===== config.mk =====
export PLATFORM = sky130hd
export DESIGN_NAME = board_watchdog_timer
export DESIGN_NICKNAME = d
export VERILOG_FILES = /design/src/wdt_pkg.sv /design/src/wdt_tick.sv /design/src/board_watchdog_timer.sv
export SDC_FILE = /design/constraint.sdc
export NUM_CORES = 1
export LEC_CHECK = 0
export BUFFER_PORTS_ARGS = -buffer_cell sky130_fd_sc_hd__buf_4
export CAP_MARGIN = 20
export CORE_MARGIN = 1.5
export CORE_UTILIZATION = 55
export DETAILED_ROUTE_END_ITERATION = 16
export HOLD_SLACK_MARGIN = 0.1
export PLACE_DENSITY_LB_ADDON = 0.05
export SLEW_MARGIN = 20
export SYNTH_ARGS = -nofsm -noshare
export SYNTH_HDL_FRONTEND = slang
export SYNTH_SLANG_ARGS = --single-unit

===== constraint.sdc =====
create_clock -name clk -period 2.7 [get_ports clk]
set_input_delay 0 -clock clk [delete_from_list [all_inputs] [get_ports clk]]
set_output_delay 0 -clock clk [all_outputs]
set_load 0.03 [all_outputs]

===== src/wdt_pkg.sv =====
// Package for the board watchdog: port address, control byte layout, timing constants.
// Assumes a 50 MHz system clock and an 8-bit I/O write port from the host side.
package wdt_pkg;

    // I/O port that takes the control byte
    localparam logic [15:0] CTRL_PORT_ADDR = 16'h0443;

    // Control byte field positions
    localparam int ENABLE_BIT = 7;
    localparam int MODE_BIT   = 6;
    localparam int PERIOD_MSB = 5;
    localparam int PERIOD_LSB = 0;

    // Control value after reset: disabled, IRQ mode, zero period
    localparam logic [7:0] CTRL_RESET = 8'h00;

    // Timebase
    localparam int CLK_HZ         = 50_000_000;
    localparam int TICK_PERIOD_MS = 1000;
    localparam int TICK_CYCLES    = CLK_HZ / 1000 * TICK_PERIOD_MS;
    localparam int TICK_CNT_W     = 26;

    // Length of the reset pulse to the system
    localparam int RESET_PULSE_US     = 1;
    localparam int RESET_PULSE_CYCLES = CLK_HZ / 1_000_000 * RESET_PULSE_US;
    localparam int PULSE_CNT_W        = 8;

    // Decoded control byte
    typedef struct packed {
        logic       enable;
        logic       reset_mode;
        logic [5:0] period_s;
    } ctrl_t;

    // Expiry actions
    typedef struct packed {
        logic sys_reset;
        logic irq9;
    } action_t;

endpackage : wdt_pkg


===== src/wdt_tick.sv =====
// One-second tick generator for the watchdog.
// Assumes clk at the package rate; clear restarts the second from its beginning.
`timescale 1ns/1ps
module wdt_tick #(
    parameter int TICK_CYCLES = wdt_pkg::TICK_CYCLES
) (
    // Clock and reset
    input  wire logic clk,
    input  wire logic rst,
    // Control
    input  wire logic clear,
    // Tick out
    output logic      tick
);

    logic [wdt_pkg::TICK_CNT_W-1:0] cnt_q;
    wire                            at_end = (cnt_q == wdt_pkg::TICK_CNT_W'(TICK_CYCLES - 1));

    always_ff @(posedge clk) begin
        if (rst || clear || at_end)
            cnt_q <= '0;
        else
            cnt_q <= cnt_q + 1'b1;
    end

    always_ff @(posedge clk) begin
        if (rst || clear)
            tick <= 1'b0;
        else
            tick <= at_end;
    end

endmodule : wdt_tick


===== src/board_watchdog_timer.sv =====
// Board watchdog: control byte write port, seconds countdown, reset or IRQ 9 on expiry.
// Assumes host I/O writes arrive as a one-cycle strobe with address and data, synchronous to clk.
`timescale 1ns/1ps
// Operation
// - Bit 7 enables, bit 6 picks reset versus IRQ 9, low bits give period.
// - Writing CFH to port 443 arms reset mode, resetting after 15 seconds.
// - A write with a new period cancels and restarts the countdown.
// - Writing C3H during reset countdown resets the system 3 seconds later.
// - Watchdog leaves every system reset disabled until an enabling write.
// - Each trigger write clears elapsed time and restarts the period.
// - Expiry gives a reset pulse or an IRQ 9 request per mode bit.
module board_watchdog_timer #(
    parameter int TICK_CYCLES = wdt_pkg::TICK_CYCLES
) (
    // Clock and reset
    input  wire logic        clk,
    input  wire logic        rst,
    // Host I/O write port
    input  wire logic        io_wr,
    input  wire logic [15:0] io_addr,
    input  wire logic [7:0]  io_wdata,
    // Time-out actions
    output logic             sys_reset_out,
    output logic             irq9_out,
    // Status indication
    output logic             wd_active
);

    // Countdown phases
    typedef enum logic [1:0] {
        WD_IDLE,
        WD_COUNT,
        WD_DONE
    } wd_state_t;

    // Splits a control byte into its fields
    function automatic wdt_pkg::ctrl_t decode_ctrl(input logic [7:0] b);
        wdt_pkg::ctrl_t c;
        c.enable     = b[wdt_pkg::ENABLE_BIT];
        c.reset_mode = b[wdt_pkg::MODE_BIT];
        c.period_s   = b[wdt_pkg::PERIOD_MSB:wdt_pkg::PERIOD_LSB];
        return c;
    endfunction : decode_ctrl

    // Zero period never arms; it would otherwise fire only when the seconds count wraps, on the 64th tick
    function automatic logic arms(input wdt_pkg::ctrl_t c);
        return c.enable && (c.period_s != 6'h00);
    endfunction : arms

    // Seconds step; wraps only past the largest period, which never counts that far
    function automatic logic [5:0] sec_inc(input logic [5:0] s);
        return s + 6'h01;
    endfunction : sec_inc

    wdt_pkg::ctrl_t                  ctrl_q;
    wdt_pkg::ctrl_t                  ctrl_d;
    wd_state_t                       state_q;
    wd_state_t                       state_d;
    logic [5:0]                      elapsed_q;
    logic [5:0]                      elapsed_d;
    logic [wdt_pkg::PULSE_CNT_W-1:0] pulse_q;
    logic [wdt_pkg::PULSE_CNT_W-1:0] pulse_d;
    logic                            sys_reset_d;
    logic                            irq9_d;
    logic                            active_d;
    logic                            tick;

    // Write decode
    wire                 ctrl_wr   = io_wr && (io_addr == wdt_pkg::CTRL_PORT_ADDR);
    wire wdt_pkg::ctrl_t wr_ctrl   = decode_ctrl(io_wdata);
    wire                 wr_arms   = arms(wr_ctrl);
    wire                 ctrl_arms = arms(ctrl_q);

    // Countdown progress
    wire                 running   = (state_q == WD_COUNT) && ctrl_arms;
    wire [5:0]           elapsed_n = sec_inc(elapsed_q);
    wire                 hit_end   = running && tick && (elapsed_n == ctrl_q.period_s);
    wire                 pulse_end = (pulse_q == wdt_pkg::PULSE_CNT_W'(wdt_pkg::RESET_PULSE_CYCLES - 1));

    // Expiry action picked by the mode bit
    wire wdt_pkg::action_t fire    = '{sys_reset: hit_end && ctrl_q.reset_mode,
                                       irq9:      hit_end && !ctrl_q.reset_mode};

    // Tick restarts with every control port write so a full second counts from the trigger
    wdt_tick #(
        .TICK_CYCLES (TICK_CYCLES)
    ) u_tick (
        .clk   (clk),
        .rst   (rst),
        .clear (ctrl_wr),
        .tick  (tick)
    );

    // Control byte: any port write replaces it
    always_comb begin
        ctrl_d = ctrl_q;
        if (ctrl_wr) begin
            ctrl_d = wr_ctrl;
        end
    end

    // Phase: a write always wins over an expiry in the same cycle
    always_comb begin
        state_d = state_q;
        if (ctrl_wr) begin
            state_d = wr_arms ? WD_COUNT : WD_IDLE;
        end else begin
            unique case (state_q)
                WD_IDLE: begin
                    state_d = WD_IDLE;
                end
                WD_COUNT: begin
                    if (hit_end) begin
                        state_d = WD_DONE;
                    end
                end
                WD_DONE: begin
                    state_d = WD_DONE;
                end
                default: begin
                    state_d = WD_IDLE;
                end
            endcase
        end
    end

    // Elapsed seconds since the last trigger
    always_comb begin
        elapsed_d = elapsed_q;
        if (ctrl_wr) begin
            elapsed_d = 6'h00;
        end else if (running && tick) begin
            elapsed_d = elapsed_n;
        end
    end

    // Fixed-width system reset pulse
    always_comb begin
        sys_reset_d = sys_reset_out;
        if (fire.sys_reset) begin
            sys_reset_d = 1'b1;
        end else if (pulse_end) begin
            sys_reset_d = 1'b0;
        end
    end

    // Pulse width counter runs only while the pulse stands
    always_comb begin
        pulse_d = '0;
        if (sys_reset_out) begin
            pulse_d = pulse_q + 1'b1;
        end
    end

    // IRQ 9 held as a level until software writes the port again
    always_comb begin
        irq9_d = irq9_out;
        if (ctrl_wr) begin
            irq9_d = 1'b0;
        end else if (fire.irq9) begin
            irq9_d = 1'b1;
        end
    end

    // Status lags the countdown by one cycle
    always_comb begin
        active_d = running;
        if (ctrl_wr) begin
            active_d = 1'b0;
        end
    end

    always_ff @(posedge clk) begin
        if (rst)
            ctrl_q <= wdt_pkg::CTRL_RESET;
        else
            ctrl_q <= ctrl_d;
    end

    always_ff @(posedge clk) begin
        if (rst)
            state_q <= WD_IDLE;
        else
            state_q <= state_d;
    end

    always_ff @(posedge clk) begin
        if (rst)
            elapsed_q <= 6'h00;
        else
            elapsed_q <= elapsed_d;
    end

    always_ff @(posedge clk) begin
        if (rst)
            sys_reset_out <= 1'b0;
        else
            sys_reset_out <= sys_reset_d;
    end

    always_ff @(posedge clk) begin
        if (rst)
            pulse_q <= '0;
        else
            pulse_q <= pulse_d;
    end

    always_ff @(posedge clk) begin
        if (rst)
            irq9_out <= 1'b0;
        else
            irq9_out <= irq9_d;
    end

    always_ff @(posedge clk) begin
        if (rst)
            wd_active <= 1'b0;
        else
            wd_active <= active_d;
    end

endmodule : board_watchdog_timer


==> Word-level counts from Yosys, hierarchy flattened <==
Cells that the tools add are included.
{ "op_classes": {"addsub": 3, "n_eq_ne": 7, "muxes": 6, "bitwise": 1, "n_reduce_logical": 16} }
{ "op_table": {"columns": ["cell", "count"], "rows": [
  ["26-bit by 1-bit adder with 26-bit output, second input constant", 1],
  ["26-bit equality test, second input constant", 1],
  ["16-bit by 11-bit equality test with 1-bit output, second input constant", 1],
  ["6-bit nonzero test", 2],
  ["8-bit by 1-bit adder with 8-bit output, second input constant", 1],
  ["8-bit by 6-bit equality test with 1-bit output, second input constant", 1],
  ["1-bit logical AND", 8],
  ["6-bit by 1-bit adder with 6-bit output, second input constant", 1],
  ["6-bit equality test", 1],
  ["2-bit two-way mux", 2],
  ["2-bit one-hot mux with 2 select lines", 1],
  ["2-bit OR reduction", 2],
  ["1-bit two-way mux", 3],
  ["3-bit by 2-bit != test with 1-bit output, second input constant", 1],
  ["2-bit by 1-bit equality test with 1-bit output, second input constant", 1],
  ["2-bit equality test, second input constant", 1],
  ["1-bit logical OR", 2],
  ["2-bit nonzero test", 1],
  ["1-bit logical NOT", 1],
  ["1-bit inverter", 1]
]} }
{ "totals": {"regBits": 54, "in_bits": 27, "out_inout_bits": 3, "word_cells": 44} }

==> Longest topological paths before layout <==
{ "depth": {"depth_word": 8, "mapped_depth": 8, "mapped_depth_nobuf": 7} }

==> Modules after synthesis <==
From an unflattened synthesis, not the netlist that was laid out.
{ "hier_totals": {"cells_unflattened": 289, "area_unflattened_um2": 2660.1} }
{ "modules_own_cells": {"columns": ["module", "n_inst", "cells_each", "area_per_inst_um2", "seq_area_each_um2"], "rows": [
  ["board_watchdog_timer", 1, 144, 1370.1, 540.5],
  ["wdt_tick", 1, 145, 1290.0, 540.5]
]} }

==> Worst setup path after synthesis <==
Ideal clock, no wire load.
{ "synth_timing": {"path_type": "register -> register", "start": "reg u_tick.cnt_q[0] in the netlist's numbering", "end": "reg u_tick.cnt_q[10] in the netlist's numbering", "setup_ns": 0.115, "t_arrival_ns": 1.641, "required_time_ns": 2.585, "slack_ns": 0.945, "stages_incl_launch_ff": 9, "n_path_buf": 2, "path_cell_list": "dfxtp_1 -> ha_1 -> and4_1 -> nand3_1 -> or3_1 -> nand2b_1 -> buf_4 -> buf_6 -> nor2_1"} }
{ "synth_between": {"elab_chain_len": 2, "word_cells_on_any_way": 3, "classes_between": "add/sub: 1; eq/ne: 1; reduce/logical: 1"} }
{ "synth_rtl": {"columns": ["element", "line", "rtl"], "rows": [
  ["start, declared", "wdt_tick.sv:16", "logic [wdt_pkg::TICK_CNT_W-1:0] cnt_q;"],
  ["start signal, assigned", "wdt_tick.sv:23", "cnt_q <= cnt_q + 1'b1;"],
  ["parallel branches: the longest is 2 deep, another holds 26-bit by 1-bit adder with 26-bit output", null, null]
]} }
Several ways; the timed one is not identified.
A chain may end at the register's enable or synchronous reset.

==> Worst setup path after layout <==
Ends and elaborated chain as after synthesis.

==> results.toml <==
[route]
route.detailed.drc = 0
vias = 2005
wl_mm = 4.85
via_per_inst = 5.39
antenna_left = 0
drt_iter0_markers = 120
wire_per_inst_um = 13.0
first_pass_iters = 4

[timing]
rsz0062_at_grt = "no"
clock.fmax_ghz = 0.466
fin_ws_ns = 0.555
timing.final.crit_share = 0.795
skew_ns = 0.00335
min_period_ns = 2.15
hold_slack_ns = 0.196
setup_tns_ns = 0
relSlewSlack = 0.602
finalSetupViolCount = 0
drv_slew = 0
worst_slew_pin_slew_ns = 0.591
hold_viol = 0

[final_layout]
fill_cells = 357
multi_input_area_sq_um = 1340
fin_nets = 351
drive_gt1_frac = 0.147
post-route-util = 0.676
antenna_cells = 0
regArea_sq_um = 1080
instances_no_fill = 372
syn_to_final_growth_pct = 18.4

[critical_path]
critPathRequiredTime_ns = 2.90
slowest_delay_ns = 0.42
r2r_cells = 7
path_buf_inv = 1
crit_chain = "ha_1 > and4_1 > nand3_1 > or3_1 > nand2b_1 > buf_4 > nor2_1"
crit_family = "simple AND/OR/NAND/NOR gates"
cp.depth = 7
worstPathMaxFanout = 15
crit_slowest_cell = "or3_1"
path_class = "flip-flop to flip-flop"
critPathArrivalTime_ns = 2.34
startpoint_type = "flip-flop"
crit_path_end_kind = "flip-flop"

[run]
cap_violations = 0

[floorplan]
placement_rows = 24
dieArea_sq_um = 4930
die_w_um = 70.2
die_h_um = 70.2
initial_utilization = 0.571
design.core.area_sq_um = 4350
ios = 30

[synthesis]
syn-num-nets = 309
yosysMostFrequentCell = "dfxtp_1"
syn-mean-instance-area_sq_um = 8.98
yosysSeqAreaShare = 0.435
synth_seq_cells = 54
netlist_top_cells_area = "dfxtp_1 (43%), xor2_1 (8.5%), nor2_1 (7.1%)"
synth_top_area_cell = "dfxtp_1"
synth.cell_area_sq_um = 2490
synth-edff-count = 0
synth_warnings = 0
syn_inst = 277
synth_common_cells = "dfxtp_1 (54), nor2_1 (47), xor2_1 (24)"
post-synth-top-area-fraction = 0.435
synthDistinctLibCells = 39
asyncSetResetFlopFracSynth = 0
synth_ff_type = "dfxtp_1"

[clocking]
cts_tree = "built"
insertion_delay_ns = 0.30
htree_num_levels = 2
numCtsBuffers = 5
cts_sinks = 54
post-cts-setup-buffers = 0
root_buffer = "clkbuf_8"
ctsHoldBuffers = 11
cts_buffer_depth = 2
clk_pin_slew_ns = 0.09
cts-resized-gates = 0

[status]
status = "completed"

[power]
power.density_nw_per_um2 = 453
peakVddDrop_mv = 0.308
leakage_uw = 0.00110

[grt]
grt_pass1_vias = 1887
grt_max_degree = 17
track_usage = 0.210
grt_pass1_wl_mm = 8.57
grt-ovfl-total = 0
antenna_found_initial = 0

[placement]
gp_congestion = 0.766
hpwlAfterDp_mm = 3.47
dp_cells = 353
pre_cts_ws_ns = 0.556
numPortBuffers = 29

[hold_path]
min_path_type = "input pin to flip-flop"
hold_depth = 4
## layer usage
metal	GRT usage	share of wire	vias up
met1	0.302	0.49	922
met5	0	0	-
met3	0.0447	0.040	4
met4	0.0406	0.0072	0
li1	-	-	1036
met2	0.327	0.46	43
## stage by stage
| stage | power [uW] | area [sq um] |
|---|---|---|
| CTS | 1340 | 2940 |
| global placement | 877 | 2740 |
| finish | 1330 | 2940 |
| detailed placement | 878 | 2740 |
| floorplan | 844 | 2490 |
| global route | 1390 | 2940 |
## state kept, by name, summed over array words and instances, names as in the netlist
signal,count
elapsed_q,6
u_tick.tick,1
ctrl_q,8
sys_reset_out,1
wd_active,1
u_tick.cnt_q,26
state_q,2
pulse_q,8
irq9_out,1
## area by class of cell
cell class,instances,share of cell area
Clock buffer,6,0.0281
Clock inverter,2,0.00425
Inverter,5,0.00638
Multi-Input combinational cell,211,0.455
Sequential cell,54,0.367
Tap cell,52,0.0221
Timing Repair Buffer,42,0.116
## logic make-up after synthesis
family / synth area share
buf+inv: 0.0262
simple gates: 0.289
compound gates: 0.0599
flops: 0.435
fa+ha+maj: 0.0252
xor+xnor: 0.155
mux: 0.0101
## cell usage in the layout, fill, tap and decap left out, types with 3 or more instances in the layout
cell / count
inv_1: 5
nand2_1: 20
xnor2_1: 20
nand3_1: 19
clkbuf_8: 6
o21ai_0: 10
and3_1: 10
xor2_1: 24
nor2_1: 47
buf_4: 31
nand4_1: 11
dfxtp_1: 54
nor3_1: 3
a21oi_1: 10
and4_1: 3
dlygate4sd3_1: 11
ha_1: 5
## worst reg2reg max path, delay by kind of cell, from the launching register on
family,cells,cell delay (ns)
buffers and inverters,1,0.27
adder cells (fa/ha/maj),1,0.24
flip-flops,1,0.39
AND/OR/NAND/NOR,5,1.15
## where the power goes
group / total, uW / switching [uW] / internal [uW]
combinational: 65.8 / 25.1 / 40.7
clock: 462 / 256 / 207
sequential: 804 / 4.07 / 800
total: 1330 / 285 / 1050
## worst paths after layout
check	startpoint	end	slack, ns
max	u_tick.cnt_q[0]	u_tick.cnt_q[10]	0.55
min	io_wdata[4]	state_q[0]	0.20
max reg2reg	u_tick.cnt_q[0]	u_tick.cnt_q[10]	0.55
min reg2reg	ctrl_q[7]	wd_active	0.47
Note: power is estimated with default switching activity, not from simulation.
